<file path="config.mk">
export PLATFORM = sky130hd
export DESIGN_NAME = alarm_panel_config_decode
export DESIGN_NICKNAME = d
export VERILOG_FILES = /design/src/alarm_panel_pkg.sv /design/src/alarm_panel_config_decode.sv /design/src/trouble_code_mem.sv
export SDC_FILE = /design/constraint.sdc
export NUM_CORES = 1
export LEC_CHECK = 0
export CAP_MARGIN = 15
export CORE_ASPECT_RATIO = 1.1
export CORE_MARGIN = 3
export CORE_UTILIZATION = 55
export CTS_CLUSTER_SIZE = 28
export DETAILED_ROUTE_END_ITERATION = 10
export DONT_BUFFER_PORTS = 1
export PLACE_DENSITY_LB_ADDON = 0.3
export SYNTH_ARGS = -nofsm -noshare
export SYNTH_HDL_FRONTEND = slang
export SYNTH_SLANG_ARGS = --single-unit
</file>
<file path="constraint.sdc">
create_clock -name pclk -period 3.3 [get_ports pclk]
set_input_delay 0.33 -clock pclk [delete_from_list [all_inputs] [get_ports pclk]]
set_output_delay 0.33 -clock pclk [all_outputs]
set_load 0.02 [all_outputs]
</file>
<file path="src/alarm_panel_pkg.sv">
// Constants, register map and field layout for the alarm panel block
package alarm_panel_pkg;

  // Clock and buzzer timing
  localparam int unsigned CLK_HZ = 25_000_000;
  localparam int unsigned BEEP_HALF_MS = 250;
  localparam int unsigned BEEP_HALF_CYC_DEF = (CLK_HZ / 1000) * BEEP_HALF_MS;
  localparam int unsigned BEEP_CNT_W = 23;

  // Register byte offsets
  localparam logic [11:0] REG_CTRL = 12'h000;
  localparam logic [11:0] REG_STATUS = 12'h004;
  localparam logic [11:0] REG_PLUGS = 12'h008;
  localparam logic [11:0] REG_TROUBLE = 12'h00c;
  localparam logic [11:0] REG_MSG_ID = 12'h010;
  localparam logic [11:0] REG_SENSOR = 12'h014;

  // Control register bits
  localparam int unsigned CTRL_ARMED = 0;
  localparam int unsigned CTRL_ARMING = 1;
  localparam int unsigned CTRL_FIRE = 2;
  localparam int unsigned CTRL_OTHER = 3;
  localparam int unsigned CTRL_ACC_EXIT = 4;

  // Status register bits (write one clears the two sticky bits)
  localparam int unsigned STAT_COMBO_OK = 3;
  localparam int unsigned STAT_COMBO_BAD = 4;

  // Trouble register: bit 8 set on write empties the queue
  localparam int unsigned TRB_CLEAR = 8;
  localparam int unsigned TRB_DEPTH = 16;
  localparam int unsigned TRB_AW = 4;
  localparam logic [4:0] TRB_FULL = 5'h10;

  // Combination digits and keys
  localparam logic [3:0] KEY_STAR_VAL = 4'ha;
  localparam logic [3:0] KEY_POUND_VAL = 4'hb;
  localparam logic [3:0] DIGIT_MAX = 4'hb;
  localparam int unsigned KEY_STAR = 10;
  localparam int unsigned KEY_POUND = 11;

  // Sensor type code classes
  localparam logic [3:0] CLASS_EXTERNAL = 4'h4;
  localparam logic [3:0] CLASS_ENTRANCE = 4'h8;

  // One-hot alarm mode switch position meaning remote alarm
  localparam logic [3:0] ALARM_MODE_REMOTE = 4'h8;

  // Combination entry states, Gray coded along the digit sequence
  typedef enum logic [1:0] {
    ENTRY_D1 = 2'b00,
    ENTRY_D2 = 2'b01,
    ENTRY_D3 = 2'b11,
    ENTRY_D4 = 2'b10
  } entry_state_t;

endpackage

</file>
<file path="src/alarm_panel_config_decode.sv">
// Code plug decode, combination keyboard, front panel and trouble display
`timescale 1ns/10ps
module alarm_panel_config_decode
  import alarm_panel_pkg::*;
#(
  parameter int unsigned BEEP_HALF_CYC = BEEP_HALF_CYC_DEF
)
(
  input wire logic pclk,
  input wire logic presetn,
  input wire logic psel,
  input wire logic penable,
  input wire logic pwrite,
  input wire logic [11:0] paddr,
  input wire logic [31:0] pwdata,
  output logic [31:0] prdata,
  output logic pready,
  output logic pslverr,
  input wire logic [7:0] combo_plug_high_digits,
  input wire logic [7:0] combo_plug_low_digits,
  input wire logic [7:0] id_plug_a,
  input wire logic [7:0] id_plug_b,
  input wire logic [11:0] key_n,
  input wire logic [3:0] sensor_mode_sw_n,
  input wire logic [3:0] alarm_mode_sw_n,
  input wire logic trouble_btn_n,
  output logic armed_led_n,
  output logic access_led_n,
  output logic [3:0] sensor_mode_led_n,
  output logic [3:0] alarm_mode_led_n,
  output logic [7:0] trouble_digits_n,
  output logic buzzer_n
);

  // Key to digit value; star and pound take the two values above nine
  function automatic logic [3:0] key_value(input logic [11:0] keys);
    logic [3:0] v;
    v = 4'h0;
    for (int i = 0; i < KEY_STAR; i++)
    begin
      if (keys[i])
      begin
        v = 4'(i);
      end
    end
    if (keys[KEY_STAR])
    begin
      v = KEY_STAR_VAL;
    end
    if (keys[KEY_POUND])
    begin
      v = KEY_POUND_VAL;
    end
    return v;
  endfunction

  // Stored digit expected in a given entry state
  function automatic logic [3:0] stored_digit(input entry_state_t s, input logic [15:0] combo);
    logic [3:0] d;
    d = 4'h0;
    case (s)
      ENTRY_D1: d = combo[15:12];
      ENTRY_D2: d = combo[11:8];
      ENTRY_D3: d = combo[7:4];
      ENTRY_D4: d = combo[3:0];
      default: d = 4'h0;
    endcase
    return d;
  endfunction

  localparam int unsigned SYNC_W = 53;

  logic [SYNC_W-1:0] sync1_q;
  logic [SYNC_W-1:0] sync2_q;
  logic [7:0] plug_hi;
  logic [7:0] plug_lo;
  logic [15:0] id_plugs;
  logic [11:0] keys;
  logic [3:0] sensor_sw;
  logic [3:0] alarm_sw;
  logic trouble_btn;
  logic [15:0] combo;
  logic key_any;
  logic key_prev_q;
  logic key_press;
  logic [3:0] key_val;
  logic digit_match;
  logic combo_ok;
  logic combo_bad;
  entry_state_t entry_q;
  logic access_q;
  logic armed_q;
  logic arming_q;
  logic alarm_fire_q;
  logic alarm_other_q;
  logic combo_ok_seen_q;
  logic combo_bad_seen_q;
  logic [3:0] sensor_mode_q;
  logic [3:0] alarm_mode_q;
  logic btn_prev_q;
  logic btn_press;
  logic shown_q;
  logic [TRB_AW-1:0] disp_idx_q;
  logic [TRB_AW-1:0] wr_ptr_q;
  logic [4:0] trb_count_q;
  logic [7:0] disp_code;
  logic trb_push;
  logic trb_clear;
  logic [15:0] msg_id_q;
  logic id_match;
  logic [7:0] sensor_code_q;
  logic sensor_valid;
  logic [BEEP_CNT_W-1:0] beep_cnt_q;
  logic beep_phase_q;
  logic rd_cap;
  logic wr_en;
  logic addr_ok;
  logic [31:0] rd_mux;

  // Two-stage synchroniser for every panel and plug pin
  always_ff @(posedge pclk or negedge presetn)
  begin
    if (!presetn)
    begin
      sync1_q <= '1;
      sync2_q <= '1;
    end
    else
    begin
      sync1_q <= {combo_plug_high_digits, combo_plug_low_digits, id_plug_a, id_plug_b,
                  key_n, sensor_mode_sw_n, alarm_mode_sw_n, trouble_btn_n};
      sync2_q <= sync1_q;
    end
  end

  // Plug bits pass straight through: pull-up gives one once the diode is clipped
  assign plug_hi = sync2_q[52:45];
  assign plug_lo = sync2_q[44:37];
  assign id_plugs = sync2_q[36:21];
  // Panel switches ground their line when closed
  assign keys = ~sync2_q[20:9];
  assign sensor_sw = ~sync2_q[8:5];
  assign alarm_sw = ~sync2_q[4:1];
  assign trouble_btn = ~sync2_q[0];

  // Stored combination as digit1..digit4 from the two plugs
  assign combo = {plug_hi[7:4], plug_hi[3:0], plug_lo[7:4], plug_lo[3:0]};

  // Key press detection on the first key going down
  assign key_any = |keys;
  assign key_press = key_any & ~key_prev_q;
  assign key_val = key_value(keys);
  assign digit_match = (key_val <= DIGIT_MAX) &&
                       (key_val == stored_digit(entry_q, combo));
  assign combo_ok = key_press & digit_match & (entry_q == ENTRY_D4);
  assign combo_bad = key_press & ~digit_match;

  always_ff @(posedge pclk or negedge presetn)
  begin
    if (!presetn)
    begin
      key_prev_q <= 1'b0;
    end
    else
    begin
      key_prev_q <= key_any;
    end
  end

  // Entry sequencer: each match advances, any mismatch restarts at digit one
  always_ff @(posedge pclk or negedge presetn)
  begin
    if (!presetn)
    begin
      entry_q <= ENTRY_D1;
    end
    else if (key_press)
    begin
      if (!digit_match)
      begin
        entry_q <= ENTRY_D1;
      end
      else
      begin
        case (entry_q)
          ENTRY_D1: entry_q <= ENTRY_D2;
          ENTRY_D2: entry_q <= ENTRY_D3;
          ENTRY_D3: entry_q <= ENTRY_D4;
          ENTRY_D4: entry_q <= ENTRY_D1;
          default: entry_q <= ENTRY_D1;
        endcase
      end
    end
  end

  // APB handshake: one wait state, read data captured with pready
  assign rd_cap = psel & penable & ~pready;
  assign wr_en = psel & penable & pready & pwrite;
  assign addr_ok = (paddr == REG_CTRL) || (paddr == REG_STATUS) || (paddr == REG_PLUGS) ||
                   (paddr == REG_TROUBLE) || (paddr == REG_MSG_ID) || (paddr == REG_SENSOR);

  always_ff @(posedge pclk or negedge presetn)
  begin
    if (!presetn)
    begin
      pready <= 1'b0;
      pslverr <= 1'b0;
      prdata <= 32'h0000_0000;
    end
    else
    begin
      pready <= rd_cap;
      pslverr <= rd_cap & ~addr_ok;
      if (rd_cap && !pwrite)
      begin
        prdata <= rd_mux;
      end
    end
  end

  // Access mode and arming: combination aborts arming, else grants access
  always_ff @(posedge pclk or negedge presetn)
  begin
    if (!presetn)
    begin
      access_q <= 1'b0;
      arming_q <= 1'b0;
      armed_q <= 1'b0;
      alarm_fire_q <= 1'b0;
      alarm_other_q <= 1'b0;
    end
    else
    begin
      if (wr_en && paddr == REG_CTRL)
      begin
        armed_q <= pwdata[CTRL_ARMED];
        arming_q <= pwdata[CTRL_ARMING];
        alarm_fire_q <= pwdata[CTRL_FIRE];
        alarm_other_q <= pwdata[CTRL_OTHER];
        if (pwdata[CTRL_ACC_EXIT])
        begin
          access_q <= 1'b0;
        end
      end
      if (combo_ok)
      begin
        if (arming_q)
        begin
          arming_q <= 1'b0;
        end
        else
        begin
          access_q <= 1'b1;
        end
      end
    end
  end

  // Sticky combination outcome flags; a new event wins over the clear
  always_ff @(posedge pclk or negedge presetn)
  begin
    if (!presetn)
    begin
      combo_ok_seen_q <= 1'b0;
      combo_bad_seen_q <= 1'b0;
    end
    else
    begin
      combo_ok_seen_q <= combo_ok |
        (combo_ok_seen_q & ~(wr_en && paddr == REG_STATUS && pwdata[STAT_COMBO_OK]));
      combo_bad_seen_q <= combo_bad |
        (combo_bad_seen_q & ~(wr_en && paddr == REG_STATUS && pwdata[STAT_COMBO_BAD]));
    end
  end

  // Mode switches are only taken while in access mode
  always_ff @(posedge pclk or negedge presetn)
  begin
    if (!presetn)
    begin
      sensor_mode_q <= 4'h0;
      alarm_mode_q <= 4'h0;
    end
    else if (access_q)
    begin
      sensor_mode_q <= sensor_sw;
      alarm_mode_q <= alarm_sw;
    end
  end

  // Trouble queue: pushes in detection order, button steps through entries
  assign trb_push = wr_en && (paddr == REG_TROUBLE) && !pwdata[TRB_CLEAR] &&
                    (trb_count_q != TRB_FULL);
  assign trb_clear = wr_en && (paddr == REG_TROUBLE) && pwdata[TRB_CLEAR];
  assign btn_press = trouble_btn & ~btn_prev_q;

  always_ff @(posedge pclk or negedge presetn)
  begin
    if (!presetn)
    begin
      wr_ptr_q <= '0;
      trb_count_q <= 5'h00;
      disp_idx_q <= '0;
      shown_q <= 1'b0;
      btn_prev_q <= 1'b0;
    end
    else
    begin
      btn_prev_q <= trouble_btn;
      if (trb_clear)
      begin
        wr_ptr_q <= '0;
        trb_count_q <= 5'h00;
        disp_idx_q <= '0;
        shown_q <= 1'b0;
      end
      else
      begin
        if (trb_push)
        begin
          wr_ptr_q <= wr_ptr_q + 1'b1;
          trb_count_q <= trb_count_q + 1'b1;
        end
        if (btn_press && trb_count_q != 5'h00)
        begin
          if (!shown_q)
          begin
            shown_q <= 1'b1;
            disp_idx_q <= '0;
          end
          else if ({1'b0, disp_idx_q} + 5'h01 >= trb_count_q)
          begin
            disp_idx_q <= '0;
          end
          else
          begin
            disp_idx_q <= disp_idx_q + 1'b1;
          end
        end
      end
    end
  end

  trouble_code_mem u_trouble_mem (
    .pclk(pclk),
    .wr_en(trb_push),
    .wr_addr(wr_ptr_q),
    .wr_data(pwdata[7:0]),
    .rd_addr(disp_idx_q),
    .rd_data(disp_code)
  );

  // Identity check of a received message and sensor type code decode
  assign id_match = (msg_id_q == id_plugs);
  assign sensor_valid = (sensor_code_q[7:4] >= CLASS_EXTERNAL) &&
                        (sensor_code_q[7:4] <= CLASS_ENTRANCE);

  always_ff @(posedge pclk or negedge presetn)
  begin
    if (!presetn)
    begin
      msg_id_q <= 16'h0000;
      sensor_code_q <= 8'h00;
    end
    else if (wr_en)
    begin
      if (paddr == REG_MSG_ID)
      begin
        msg_id_q <= pwdata[15:0];
      end
      if (paddr == REG_SENSOR)
      begin
        sensor_code_q <= pwdata[7:0];
      end
    end
  end

  // Buzzer beat generator for the intermittent fire pattern
  always_ff @(posedge pclk or negedge presetn)
  begin
    if (!presetn)
    begin
      beep_cnt_q <= '0;
      beep_phase_q <= 1'b0;
    end
    else if (beep_cnt_q >= BEEP_CNT_W'(BEEP_HALF_CYC - 1))
    begin
      beep_cnt_q <= '0;
      beep_phase_q <= ~beep_phase_q;
    end
    else
    begin
      beep_cnt_q <= beep_cnt_q + 1'b1;
    end
  end

  // Panel outputs, low to light
  always_ff @(posedge pclk or negedge presetn)
  begin
    if (!presetn)
    begin
      armed_led_n <= 1'b1;
      access_led_n <= 1'b1;
      sensor_mode_led_n <= 4'hf;
      alarm_mode_led_n <= 4'hf;
      trouble_digits_n <= 8'hff;
      buzzer_n <= 1'b1;
    end
    else
    begin
      armed_led_n <= ~armed_q;
      access_led_n <= ~access_q;
      sensor_mode_led_n <= (access_q || trouble_btn) ? ~sensor_mode_q : 4'hf;
      alarm_mode_led_n <= (access_q || trouble_btn) ? ~alarm_mode_q : 4'hf;
      trouble_digits_n <= (trouble_btn && shown_q) ? ~disp_code : 8'hff;
      if (alarm_mode_q == ALARM_MODE_REMOTE)
      begin
        buzzer_n <= 1'b1;
      end
      else if (alarm_fire_q)
      begin
        buzzer_n <= ~beep_phase_q;
      end
      else
      begin
        buzzer_n <= ~alarm_other_q;
      end
    end
  end

  // Read multiplexer
  always_comb
  begin
    rd_mux = 32'h0000_0000;
    case (paddr)
      REG_CTRL: rd_mux = {28'h0000000, alarm_other_q, alarm_fire_q, arming_q, armed_q};
      REG_STATUS: rd_mux = {16'h0000, alarm_mode_q, sensor_mode_q, entry_q, 1'b0,
                            combo_bad_seen_q, combo_ok_seen_q, arming_q, armed_q, access_q};
      REG_PLUGS: rd_mux = {id_plugs, plug_hi, plug_lo};
      REG_TROUBLE: rd_mux = {11'h000, shown_q, disp_code, 3'h0, trb_count_q, disp_idx_q};
      REG_MSG_ID: rd_mux = {15'h0000, id_match, msg_id_q};
      REG_SENSOR: rd_mux = {16'h0000, sensor_valid, 3'(sensor_code_q[7:4] - CLASS_EXTERNAL),
                            sensor_code_q[3:0], sensor_code_q};
      default: rd_mux = 32'h0000_0000;
    endcase
  end

endmodule

</file>
<file path="src/trouble_code_mem.sv">
// Small trouble code memory with registered read data
`timescale 1ns/10ps
module trouble_code_mem
  import alarm_panel_pkg::*;
(
  input wire logic pclk,
  input wire logic wr_en,
  input wire logic [TRB_AW-1:0] wr_addr,
  input wire logic [7:0] wr_data,
  input wire logic [TRB_AW-1:0] rd_addr,
  output logic [7:0] rd_data
);

  logic [7:0] mem [TRB_DEPTH];

  // Write port
  always_ff @(posedge pclk)
  begin
    if (wr_en)
    begin
      mem[wr_addr] <= wr_data;
    end
  end

  // Registered read port
  always_ff @(posedge pclk)
  begin
    rd_data <= mem[rd_addr];
  end

endmodule

</file>
# Yosys cells after proc, flatten, opt, wreduce, memory -nomap -nowiden
# Memory sizes are Yosys's and may differ from the RTL's. A register that Yosys moved wholly into a read port is not among the register bits.
# Cells that the tools add are included.
dict set report word_totals {
  n_memories 1
  ramBits 128
  word_cells 156
  register_bits 240
}
dict set report op_classes {
  reduce_logical 29
  eq_ne 12
  bitwise 32
  magnitude_cmp 5
  n_addsub 6
  muxes 40
}
# memory depth width rd rd_clocked_by_memory_dff write_ports line_no
set mem_list {}
lappend mem_list {u_trouble_mem.mem 16 8 1 1 1 trouble_code_mem.sv:14} ;# logic [7:0] mem [TRB_DEPTH];
# operator count
set op_table {}
lappend op_table {{case mux 32 bit (6 select lines)} 1}
lappend op_table {{two-way mux 4 bit} 12}
lappend op_table {{== test 12 x 4 -> 1 bit, second input constant} 2}
lappend op_table {{== test 12 x 5 -> 1 bit, second input constant} 2}
lappend op_table {{adder 23 x 1 -> 23 bit, second input constant} 1}
lappend op_table {{greater-or-equal comparator 23 bit, second input constant} 1}
lappend op_table {{two-way mux 23 bit} 1}
lappend op_table {{== test 16 bit} 1}
lappend op_table {{inverter 4 bit} 4}
lappend op_table {{case mux 4 bit (4 select lines)} 1}
lappend op_table {{two-way mux 1 bit} 14}
lappend op_table {{logical AND 1 bit} 13}
lappend op_table {{bitwise AND 1 bit} 12}
lappend op_table {{== test 12 x 3 -> 1 bit, second input constant} 1}
lappend op_table {{logical NOT 12 bit} 1}
lappend op_table {{two-way mux 3 bit} 4}
lappend op_table {{inverter 1 bit} 12}
lappend op_table {{inverter 12 bit} 1}
lappend op_table {{OR reduction 12 bit} 1}
lappend op_table {{two-way mux 5 bit} 2}
lappend op_table {{adder 4 x 1 -> 4 bit, second input constant} 2}
lappend op_table {{<= comparator 4 bit, second input constant} 2}
lappend op_table {{two-way mux 8 bit} 1}
lappend op_table {{inverter 8 bit} 1}
lappend op_table {{other kinds (19)} 31}

# Depth between registers and ports, before layout
# Gate-level depths: netlist of the first run.
dict set report logic_depth {
  depth_word 17
  ltp_mapped 10
}

# Modules after synthesis
# A second synthesis of the first run with hierarchy kept.
dict set report hier_totals {
  hier_cells 960
  hier_area_um2 14482.6
}
# mod cells_each instances area_each_um2
set by_module_without_submodules {}
lappend by_module_without_submodules {alarm_panel_config_decode 731 1 9335.2}
lappend by_module_without_submodules {trouble_code_mem 229 1 5147.4}

# Worst setup path before layout of the first run
# Ideal clock, no wire load.
dict set report synth_timing {
  kind {flip-flop to flip-flop}
  from {reg disp_idx_q[0]}
  to {reg disp_idx_q[2]}
  path_buffers 2
  path_stages_with_launch 11
  synth_period_minus_slack_ns 2.792
  t_required_ns 3.213
  slack_ns 0.508
  t_arrival_ns 2.705
  setup_ns 0.087
  cell_sequence {dfrtp_1 -> clkbuf_1 -> buf_1 -> nand3_1 -> xnor2_1 -> ha_1 -> a21oi_1 -> o21ai_0 -> a211oi_1 -> nand3b_1 -> a22oi_1}
}
dict set report synth_between {
  elab_chain_len 6
}
# item line_no
set synth_rtl {}
lappend synth_rtl {{from (decl)} alarm_panel_config_decode.sv:103} ;# logic [TRB_AW-1:0] disp_idx_q;
lappend synth_rtl {{from (signal assigned)} alarm_panel_config_decode.sv:337} ;# disp_idx_q <= disp_idx_q + 1'b1;
lappend synth_rtl {{adder 4 x 1 -> 5 bit} alarm_panel_config_decode.sv:331} ;# else if ({1'b0, disp_idx_q} + 5'h01 >= trb_count_q)
lappend synth_rtl {{greater-or-equal comparator 5 bit} alarm_panel_config_decode.sv:331}
lappend synth_rtl {{two-way mux 4 bit *} alarm_panel_config_decode.sv:331}
lappend synth_rtl {{two-way mux 4 bit *} alarm_panel_config_decode.sv:326} ;# if (!shown_q)
lappend synth_rtl {{two-way mux 4 bit *} alarm_panel_config_decode.sv:324} ;# if (btn_press && trb_count_q != 5'h00)
lappend synth_rtl {{two-way mux 4 bit *} alarm_panel_config_decode.sv:310} ;# if (trb_clear)
# Mark *: on every way between the ends. The rest lies on a longest branch, timed or not. The select of a mux whose other input is x is not followed.
# A chain may end at the register's enable or synchronous reset.

# Worst setup path in the final report of the first run
dict set report layout_timing {
  from {reg pready}
  to {mem u_trouble_mem.mem[4][1] (enable)}
}
dict set report layout_between {
  elab_chain_len 7
}
# item line_no
set layout_rtl {}
lappend layout_rtl {{from (decl)} alarm_panel_config_decode.sv:17} ;# output logic pready,
lappend layout_rtl {{from (signal assigned)} alarm_panel_config_decode.sv:212} ;# pready <= rd_cap;
lappend layout_rtl {{bitwise AND 1 bit (2 in series)} alarm_panel_config_decode.sv:198} ;# assign wr_en = psel & penable & pready & pwrite;
lappend layout_rtl {{logical AND 1 bit (3 in series)} alarm_panel_config_decode.sv:292} ;# assign trb_push = wr_en && (paddr == REG_TROUBLE) && !pwdata[TRB_CLEAR] &&
lappend layout_rtl {{two-way mux 1 bit} trouble_code_mem.sv:19} ;# if (wr_en)
lappend layout_rtl {{two-way mux 1 bit (not written as such)} trouble_code_mem.sv:21} ;# mem[wr_addr] <= wr_data;
lappend layout_rtl {{to (decl)} trouble_code_mem.sv:14}
# No other way between the ends.

==> results.json, run 1 <==
{
  "dp_slack_ns": 0.473,
  "hold_violations": 238,
  "syn-cell-area_mm2": 0.0145,
  "place_inst": 1254,
  "violations": "negative hold slack",
  "wl_per_cell_um": 23.0,
  "cts_made_buffers": 38,
  "fp.dieH_um": 177,
  "drt_iter0_markers": 663,
  "die-width_um": 161,
  "cts_root_buf": "clkbuf_16",
  "rsz0062_at_grt": "no",
  "worstSkewPairLatency_ns": 0.53,
  "regArea_mm2": 0.0102,
  "synth_warnings": 0,
  "ys_seq_elements": 376,
  "io_buffer_count": 0,
  "setup_tns_ns": 0,
  "swShare": 0.231,
  "post_dp_cell_area_mm2": 0.0149,
  "p_leak_nw": 6.61,
  "synth_top_cell_area_share": 0.264,
  "startpoint_type": "register",
  "slew_violations": 0,
  "finalSetupViolCount": 0,
  "final.fill_count": 1734,
  "grt_pass1_vias": 8451,
  "drive_above_1_share": 0.280,
  "synthesis.instances": 933,
  "worst-path-max-fanout": 8,
  "cts.sinks": 376,
  "dpl.hpwl_mm": 20.2,
  "io-pin-count": 155,
  "ir_drop_mv": 0.540,
  "clkPwrFrac": 0.409,
  "cts_buffer_depth": 3,
  "grt_pass1_wl_mm": 50.1,
  "internal-power_mw": 8.24,
  "worstRegToRegCells": 8,
  "rows": 61,
  "coreArea_mm2": 0.0256,
  "fin_crit_ns": 2.65,
  "gp_congestion": 0.822,
  "fp.dieArea_mm2": 0.0284,
  "yosysTopAreaCell": "edfxtp_1",
  "cts_resized": 0,
  "status": "complete, but fails checks",
  "crit_path_end_kind": "register",
  "total_power_mw": 10.7,
  "syn_to_final_growth_pct": 16.6,
  "overflow": 0,
  "synth-edff-count": 128,
  "design_area_mm2": 0.0170,
  "timing.hold.ws_ns": -0.457,
  "required_ns": 3.46,
  "finalCritPeriodShare": 0.803,
  "fmax_ghz": 0.377,
  "antenna_cells": 0,
  "r2r-end": "u_trouble_mem.mem[4][1]",
  "path_clk_slew_ns": 0.06,
  "crit_type": "reg2reg",
  "syn_nets": 1048,
  "finalCoreUtilization": 0.661,
  "async_flop_share": 0.638,
  "seq_area_frac_synth": 0.699,
  "ctsHtreeMaxLevel": 2,
  "drc": 0,
  "synth_flop_cell": "edfxtp_1",
  "powerDensity_mw_per_mm2": 632,
  "fin_skew_ns": 0.0198,
  "drv_cap": 0,
  "cp_data_arrival_time_ns": 2.81,
  "ant_nets": 0,
  "worst_pin_slew_ns": 0.876,
  "via_count": 8134,
  "post_drt_via_cell_ratio": 5.83,
  "synth.avg_cell_area_um2": 15.6,
  "r2r_slack_ns": 0.65,
  "seqPwrFrac": 0.493,
  "p_sw_mw": 2.48,
  "start_util": 0.567,
  "grt_max_degree": 241,
  "max_slew_margin": 0.414,
  "antenna_found_initial": 1,
  "hold_path.class": "in2async",
  "synth_area_leaders": "edfxtp_1 (26%), dfstp_2 (23%), dfrtp_1 (20%)",
  "postLayoutSetupSlackWorst_ns": 0.650,
  "cts_hold_buf": 71,
  "finalNonFillerCells": 1395,
  "regToRegStartpoint": "pready",
  "postCtsSetupBuffers": 0,
  "wl_mm": 32.1,
  "final_nets": 1134,
  "first_pass_iters": 5,
  "comb_power_share": 0.098,
  "multi_input_area_mm2": 0.00411,
  "cts_tree": "yes",
  "netlist-cell-type-count": 57,
  "grt_use_total": 0.230
}
[worst max path at each step]
stage	to	slack, ns	cells after the start	start
finish	u_trouble_mem.mem[4][1]	0.65	8	pready
global route	u_trouble_mem.mem[2][1]	0.43	7	pready
CTS	u_trouble_mem.mem[4][3]	0.66	8	pready
detailed placement	u_trouble_mem.mem[5][1]	0.47	8	paddr[9]
global placement	u_trouble_mem.mem[4][1]	0.52	8	paddr[9]
floorplan	u_trouble_mem.mem[10][0]	0.51	6	paddr[9]
[flip-flops by register name, summed over array words and instances (netlist names), 2 cells and up]
signal / cells
beep_cnt_q: 23
entry_q: 2
u_trouble_mem.rd_data: 8
sensor_mode_q: 4
sensor_code_q: 8
prdata: 32
disp_idx_q: 4
trouble_digits_n: 8
sensor_mode_led_n: 4
wr_ptr_q: 4
sync2_q: 53
u_trouble_mem.mem: 128
alarm_mode_q: 4
msg_id_q: 16
alarm_mode_led_n: 4
trb_count_q: 5
sync1_q: 53
[layer usage]
metal	vias to the layer above	track usage	wire [µm]
met1	4160	0.309	13200
met5	-	0	30
met3	57	0.0521	2120
met2	280	0.382	15900
met4	4	0.0660	793
li1	3633	-	-
[cells in the final DEF (no fill, tap or decap), drive strengths merged, types with 24 or more instances in the layout]
master       netlist  routed
a21oi             24      24
dlygate4sd3        0      71
edfxtp           128     128
nor2              49      49
a22o              31      31
inv               27      31
xor2              24      24
clkbuf            30      53
mux2              34      34
dfrtp            115     115
mux4              48      48
nand2             56      56
dfstp            125     125
[worst max-delay path, stage by stage (launching register included)]
cell and delay (ns):
dfrtp_1 0.52, nand4_1 0.19, nor4_2 0.17, buf_4 0.18, nand3_1 0.15, nor3_1 0.25
buf_4 0.19, and3b_1 0.21, and2_1 0.42
[cell type report]
class / count / share of cell area
Clock inverter: 17 / 0.00767
Multi-Input combinational cell: 488 / 0.242
Tap cell: 346 / 0.0255
Clock buffer: 53 / 0.0693
Timing Repair Buffer: 88 / 0.0494
Sequential cell: 376 / 0.600
Inverter: 27 / 0.00598
[logic make-up (layout without fill, tap and decap cells)]
group / after synthesis / count (layout) / synth area share
flops: 376 / 376 / 0.699
compound gates: 125 / 125 / 0.0596
mux: 104 / 104 / 0.116
xor+xnor: 42 / 42 / 0.0253
simple gates: 204 / 204 / 0.0708
buf+inv: 69 / 185 / 0.0185
fa+ha+maj: 13 / 13 / 0.0112
[synthesized netlist by cell type (all sizes together) (8+ instances only)]
master and n:
a22o 31, nand4 13, nand2 56, a22oi 12, mux2i 22, dfrtp 115, inv 27, edfxtp 128
nor3 18, xnor2 18, a21oi 24, nand3 16, ha 13, mux2 34, mux4 48, buf 12
clkbuf 30, dfstp 125, xor2 24, o22ai 12, dfxtp 8, nor2 49, o21ai 21, and2 8
[power by group through the flow]
| stage | Combinational, mW | Clock, mW | Sequential (mW) |
|---|---|---|---|
| 3_5_place_dp | 0.944 | 0 | 5.37 |
| 2_1_floorplan | 0.798 | 0 | 5.26 |
| 6_report | 1.05 | 4.38 | 5.29 |
| 3_3_place_gp | 0.924 | 0 | 5.37 |
| 4_1_cts | 1.06 | 4.44 | 5.29 |
| 5_1_grt | 1.13 | 4.65 | 5.31 |
Power figures use the tool's default switching activity.
==> inputs of run 2 (changes only) <==
==> constraint.sdc (replaced) <==
create_clock -name pclk -period 2.2 [get_ports pclk]
set_input_delay 0.22 -clock pclk [delete_from_list [all_inputs] [get_ports pclk]]
set_output_delay 0.22 -clock pclk [all_outputs]
set_load 0.02 [all_outputs]
==> run 2 against run 1 <==
The run still ends with negative hold slack left. Wire length rose by 5.3%. Register-to-register slack worse by 0.61 ns. Non-clock buffer count rose by 30. Core utilization grew 2.4 points. Critical path depth is 1 lower. Via count is 2.8% higher. Worst setup slack worse by 0.61 ns. Die area unchanged. Largest power group unchanged.
==> results.json, run 2 (same netlist as run 1, synthesis figures left out) <==
{
  "overflow": 0,
  "swShare": 0.220,
  "dpl.hpwl_mm": 21.9,
  "fp.dieArea_mm2": 0.0284,
  "final.fill_count": 1689,
  "grt_use_total": 0.243,
  "cts_root_buf": "clkbuf_16",
  "die-width_um": 161,
  "crit_type": "reg2reg",
  "p_sw_mw": 3.68,
  "reg_top3": "u_trouble_mem.mem: 128 flops, sync1_q: 53 flops, sync2_q: 53 flops",
  "rsz0062_at_grt": "yes",
  "worst_pin_slew_ns": 1.04,
  "post_dp_cell_area_mm2": 0.0154,
  "path_clk_slew_ns": 0.06,
  "status": "complete, but fails checks",
  "ant_nets": 0,
  "fmax_ghz": 0.462,
  "max_slew_margin": 0.303,
  "first_pass_iters": 4,
  "antenna_cells": 0,
  "timing.hold.ws_ns": -0.599,
  "wl_mm": 33.8,
  "grt_max_degree": 241,
  "worstSkewPairLatency_ns": 0.52,
  "cts_tree": "yes",
  "post_drt_via_cell_ratio": 5.87,
  "wl_per_cell_um": 23.7,
  "finalCritPeriodShare": 0.983,
  "via_count": 8362,
  "cp_data_arrival_time_ns": 2.38,
  "comb_power_share": 0.106,
  "fin_skew_ns": 0.0198,
  "hold_violations": 240,
  "finalSetupViolCount": 0,
  "drt_iter0_markers": 640,
  "start_util": 0.567,
  "worst-path-max-fanout": 8,
  "path_cells": "nand4_1, nor4_4, nand3_2, nor3_4, buf_12, nor3b_4, and2_4",
  "cpPeakStageDelay_ns": 0.35,
  "syn_to_final_growth_pct": 20.8,
  "seqPwrFrac": 0.469,
  "hold_path.class": "in2async",
  "slew_violations": 0,
  "fin_crit_ns": 2.16,
  "startpoint_type": "register",
  "drive_above_1_share": 0.318,
  "rows": 61,
  "violations": "negative hold slack",
  "required_ns": 2.41,
  "clkPwrFrac": 0.425,
  "drc": 0,
  "coreArea_mm2": 0.0256,
  "cts.sinks": 376,
  "gp_congestion": 0.848,
  "setup_tns_ns": 0,
  "grt_pass1_vias": 8798,
  "cts_hold_buf": 74,
  "design_area_mm2": 0.0176,
  "ctsHtreeMaxLevel": 2,
  "ir_drop_mv": 0.712,
  "cts_made_buffers": 38,
  "final_common_cell": "edfxtp_1",
  "final_nets": 1164,
  "regArea_mm2": 0.0102,
  "p_leak_nw": 6.86,
  "io_buffer_count": 0,
  "largest_register": "u_trouble_mem.mem",
  "multi_input_area_mm2": 0.00427,
  "crit_path_end_kind": "register",
  "io-pin-count": 155,
  "grt_pass1_wl_mm": 52.6,
  "powerDensity_mw_per_mm2": 953,
  "drv_cap": 0,
  "cts_buffer_depth": 3,
  "antenna_found_initial": 0,
  "fp.dieH_um": 177,
  "internal-power_mw": 13.1,
  "final_cell_mix": "edfxtp_1 (128), dfstp_2 (125), dfrtp_1 (113), dlygate4sd3_1 (74), nand2_1 (55)",
  "critPathSlowestCell": "dfrtp_1",
  "largest_register_ffs": 128
}
## run 2: cell types whose count changed in the layout (fill, tap and decap cells not counted), sizes merged
cell / before / now
buf: 17 / 44
inv: 31 / 29
dlygate4sd3: 71 / 74
clkinv: 12 / 8
bufinv: 1 / 7
## run 2: worst paths after layout
check	startpoint	endpoint	slack (ns)	depth (start not counted)
max	pready	u_trouble_mem.mem[0][4]	0.04	7
max reg2reg	pready	u_trouble_mem.mem[0][4]	0.04	7
min in group pclk	paddr[4]	prdata[9]	0.04	3
max in group asynchronous	presetn	sync1_q[18]	2.43	0
min	presetn	beep_cnt_q[11]	-0.60	0
min reg2reg	sync1_q[42]	sync2_q[42]	0.35	0
## run 2: metal layers
layer	track usage	vias to the layer above	share of wire
li1	-	3693	-
met1	0.324	4258	0.40
met2	0.409	354	0.51
met3	0.0530	57	0.073
met4	0.0649	0	0.024
met5	0	-	0
## run 2: critical path: cells and delay by family, from the launching register on
kind          cells  cell delay, ns
flops             1            0.35
buf+inv           1            0.15
simple gates      6            1.34
## run 2: timing repair
item                                    in CTS  in global routing
hold endpoints to repair                   477                240
gates resized for setup                      0                  4
setup buffers                                0                  2
endpoints found under the setup margin       0                114
## run 2: area by class of cell
cell class / instances / share of cell area
clock buffer: 53 / 0.0658
inverter: 27 / 0.00577
timing repair buffer: 118 / 0.0667
clock inverter: 17 / 0.0152
multi-input combinational: 488 / 0.243
tap: 346 / 0.0246
sequential: 376 / 0.579
## run 2: power by group through the flow
stage,Clock [mW],Sequential (mW),Combinational (mW)
6_report,7.12,7.85,1.78
5_1_grt,7.56,7.87,1.91
4_1_cts,7.24,7.86,1.79
3_5_place_dp,0,7.98,1.60
3_3_place_gp,0,7.97,1.55
2_1_floorplan,0,7.89,1.23
## run 2: per-stage QoR
step	hold slack, ns	instances	util	worst slack (ns)	total power [mW]
floorplan	-0.0756	933	-	-0.166	9.12
detailed placement	-0.0661	1279	0.600	-0.322	9.58
global route	-0.617	1425	0.685	-0.0861	17.3
finish	-0.599	1425	0.685	0.0374	16.7
CTS	-0.611	1423	0.684	0.00276	16.9
global placement	-0.0661	1279	0.600	-0.297	9.52
==> inputs of run 3 (changes only) <==
--- a/config.mk
+++ b/config.mk
@@ -13,6 +13,7 @@
 export DETAILED_ROUTE_END_ITERATION = 10
 export DONT_BUFFER_PORTS = 1
 export PLACE_DENSITY_LB_ADDON = 0.3
+export SETUP_SLACK_MARGIN = 0.5
 export SYNTH_ARGS = -nofsm -noshare
 export SYNTH_HDL_FRONTEND = slang
 export SYNTH_SLANG_ARGS = --single-unit
==> run 3 against run 2 <==
The run still ends with negative hold slack left. Non-clock buffer count increased by 40. Core utilization is 3.9 points higher. Final area increased by 5.7%. Sequential share of layout area is 3.1 points lower. Clock-buffer cell count is 1 lower. Wire length increased by 5.7%. Critical endpoint is now msg_id_q[8]. Highest routed layer unchanged.
==> results.json, run 3 (same netlist as run 1, synthesis figures left out) <==
{
  "cts_hold_buf": 73,
  "regToRegStartpoint": "pready",
  "clkPwrFrac": 0.387,
  "ant_nets": 0,
  "final_nets": 1204,
  "final_common_cell": "edfxtp_1",
  "p_leak_nw": 7.15,
  "cp.depth": 9,
  "startpoint_type": "register",
  "largest_register": "u_trouble_mem.mem",
  "crit_type": "reg2reg",
  "fin_skew_ns": 0.0182,
  "path_buf_inv": 5,
  "coreArea_mm2": 0.0256,
  "seqPwrFrac": 0.484,
  "path_clk_slew_ns": 0.06,
  "powerDensity_mw_per_mm2": 878,
  "grt_pass1_wl_mm": 53.7,
  "fmax_ghz": 0.456,
  "overflow": 0,
  "setup_tns_ns": 0,
  "grt_max_degree": 241,
  "worstRegToRegCells": 9,
  "first_pass_iters": 5,
  "r2r_slack_ns": 0.007,
  "dpl.hpwl_mm": 21.5,
  "via_count": 8644,
  "largest_register_ffs": 128,
  "rows": 61,
  "cpPeakStageDelay_ns": 0.36,
  "drive_above_1_share": 0.422,
  "cts_tree": "yes",
  "finalCoreUtilization": 0.724,
  "gp_congestion": 0.838,
  "final_cell_mix": "edfxtp_1 (128), dfstp_2 (125), dfrtp_1 (111), dlygate4sd3_1 (73), nand2_1 (50)",
  "status": "complete, but fails checks",
  "crit_path_end_kind": "register",
  "drc": 0,
  "crit_family": "simple AND/OR/NAND/NOR gates",
  "antenna_cells": 0,
  "ir_drop_mv": 0.686,
  "fp.dieArea_mm2": 0.0284,
  "slew_violations": 0,
  "max_slew_margin": 0.334,
  "io-pin-count": 155,
  "syn_to_final_growth_pct": 27.7,
  "drt_iter0_markers": 712,
  "drv_cap": 0,
  "cts_root_buf": "clkbuf_16",
  "fp.dieH_um": 177,
  "comb_power_share": 0.129,
  "wl_mm": 35.7,
  "die-width_um": 161,
  "cts_buffer_depth": 3,
  "worst_pin_slew_ns": 0.996,
  "required_ns": 2.60,
  "cts_made_buffers": 38,
  "ctsHtreeMaxLevel": 2,
  "cts.sinks": 376,
  "p_sw_mw": 3.82,
  "critPathSlowestCell": "or3_4",
  "internal-power_mw": 12.5,
  "io_buffer_count": 0,
  "worst-path-max-fanout": 4,
  "path_common_cell": "buf_6",
  "finalSetupViolCount": 0,
  "swShare": 0.234,
  "wl_per_cell_um": 24.4,
  "hold_path.class": "in2async",
  "grt_use_total": 0.247,
  "timing.hold.ws_ns": -0.608,
  "r2r-end": "msg_id_q[8]",
  "rsz0062_at_grt": "yes",
  "hold_violations": 254,
  "fin_crit_ns": 2.19,
  "post_drt_via_cell_ratio": 5.90,
  "reg_top3": "u_trouble_mem.mem: 128 flops, sync1_q: 53 flops, sync2_q: 53 flops",
  "cp_data_arrival_time_ns": 2.59,
  "grt_pass1_vias": 9069,
  "finalCritPeriodShare": 0.997,
  "antenna_found_initial": 0,
  "worstSkewPairLatency_ns": 0.52,
  "path_cells": "nand4_1, buf_4, buf_6, buf_6, or3_4, nor3_4, buf_12, clkbuf_16, mux2_1",
  "start_util": 0.567,
  "violations": "negative hold slack"
}
-- run 3: cell types whose count changed in the layout (fill, tap and decap cells not counted), sizes merged --
cell         delta
buf            +37
bufinv          -7
clkinv          +4
clkbuf          +3
clkinvlp        +2
dlygate4sd3     -1
inv             +1
-- run 3: worst register-to-register path: stages (launching register included) --
cell and delay (ns):
dfrtp_1 0.35, nand4_1 0.17, buf_4 0.19, buf_6 0.10, buf_6 0.10, or3_4 0.36
nor3_4 0.21, buf_12 0.15, clkbuf_16 0.14, mux2_1 0.32
-- run 3: worst max path at each step --
stage,from,to,slack (ns)
global route,pready,u_trouble_mem.mem[1][3],-0.08
finish,pready,msg_id_q[8],0.007
global placement,paddr[9],u_trouble_mem.mem[13][4],-0.30
CTS,pready,u_trouble_mem.mem[3][5],0.07
detailed placement,paddr[9],u_trouble_mem.mem[12][4],-0.36
floorplan,paddr[9],msg_id_q[8],-0.17
-- run 3: final cells by class --
| class | count | area, µm² |
|---|---|---|
| clock inverter | 17 | 97.6 |
| sequential | 376 | 10200 |
| timing repair buffer | 158 | 1750 |
| tap | 346 | 433 |
| inverter | 27 | 101 |
| multi-input combinational | 488 | 4860 |
| clock buffer | 52 | 1160 |
| fill | 1513 | 7070 |
-- run 3: what timing repair did --
action,in CTS,in global routing
hold endpoints to repair,478,254
pin swaps,42,46
cloned,3,5
setup endpoints to repair,200,234
buffers inserted,29,10
resized for setup,73,79
-- run 3: layer usage --
layer  wire length, µm  global-route usage
met1             14000               0.332
met4              1160              0.0760
met5                 0                   0
met2             18100               0.414
met3              2450              0.0504
-- run 3: power groups by stage --
stage / registers, mW / logic, mW / clock network (mW)
after detailed placement: 8.00 / 1.55 / 0
after CTS: 7.88 / 1.89 / 6.44
after floorplan: 7.89 / 1.35 / 0
after global routing: 7.91 / 2.24 / 6.75
after global placement: 7.99 / 1.53 / 0
final: 7.89 / 2.10 / 6.31
-- run 3: stage by stage --
| step | hold WS, ns | std cells | total power, mW | setup WS (ns) | cell area (µm²) |
|---|---|---|---|---|---|
| floorplan | -0.0756 | 933 | 9.24 | -0.166 | 15000 |
| CTS | -0.621 | 1449 | 16.2 | 0.0671 | 18000 |
| global placement | -0.0659 | 1275 | 9.53 | -0.304 | 15500 |
| finish | -0.608 | 1464 | 16.3 | 0.00687 | 18600 |
| global route | -0.626 | 1464 | 16.9 | -0.0803 | 18600 |
| detailed placement | -0.0678 | 1275 | 9.55 | -0.364 | 15500 |
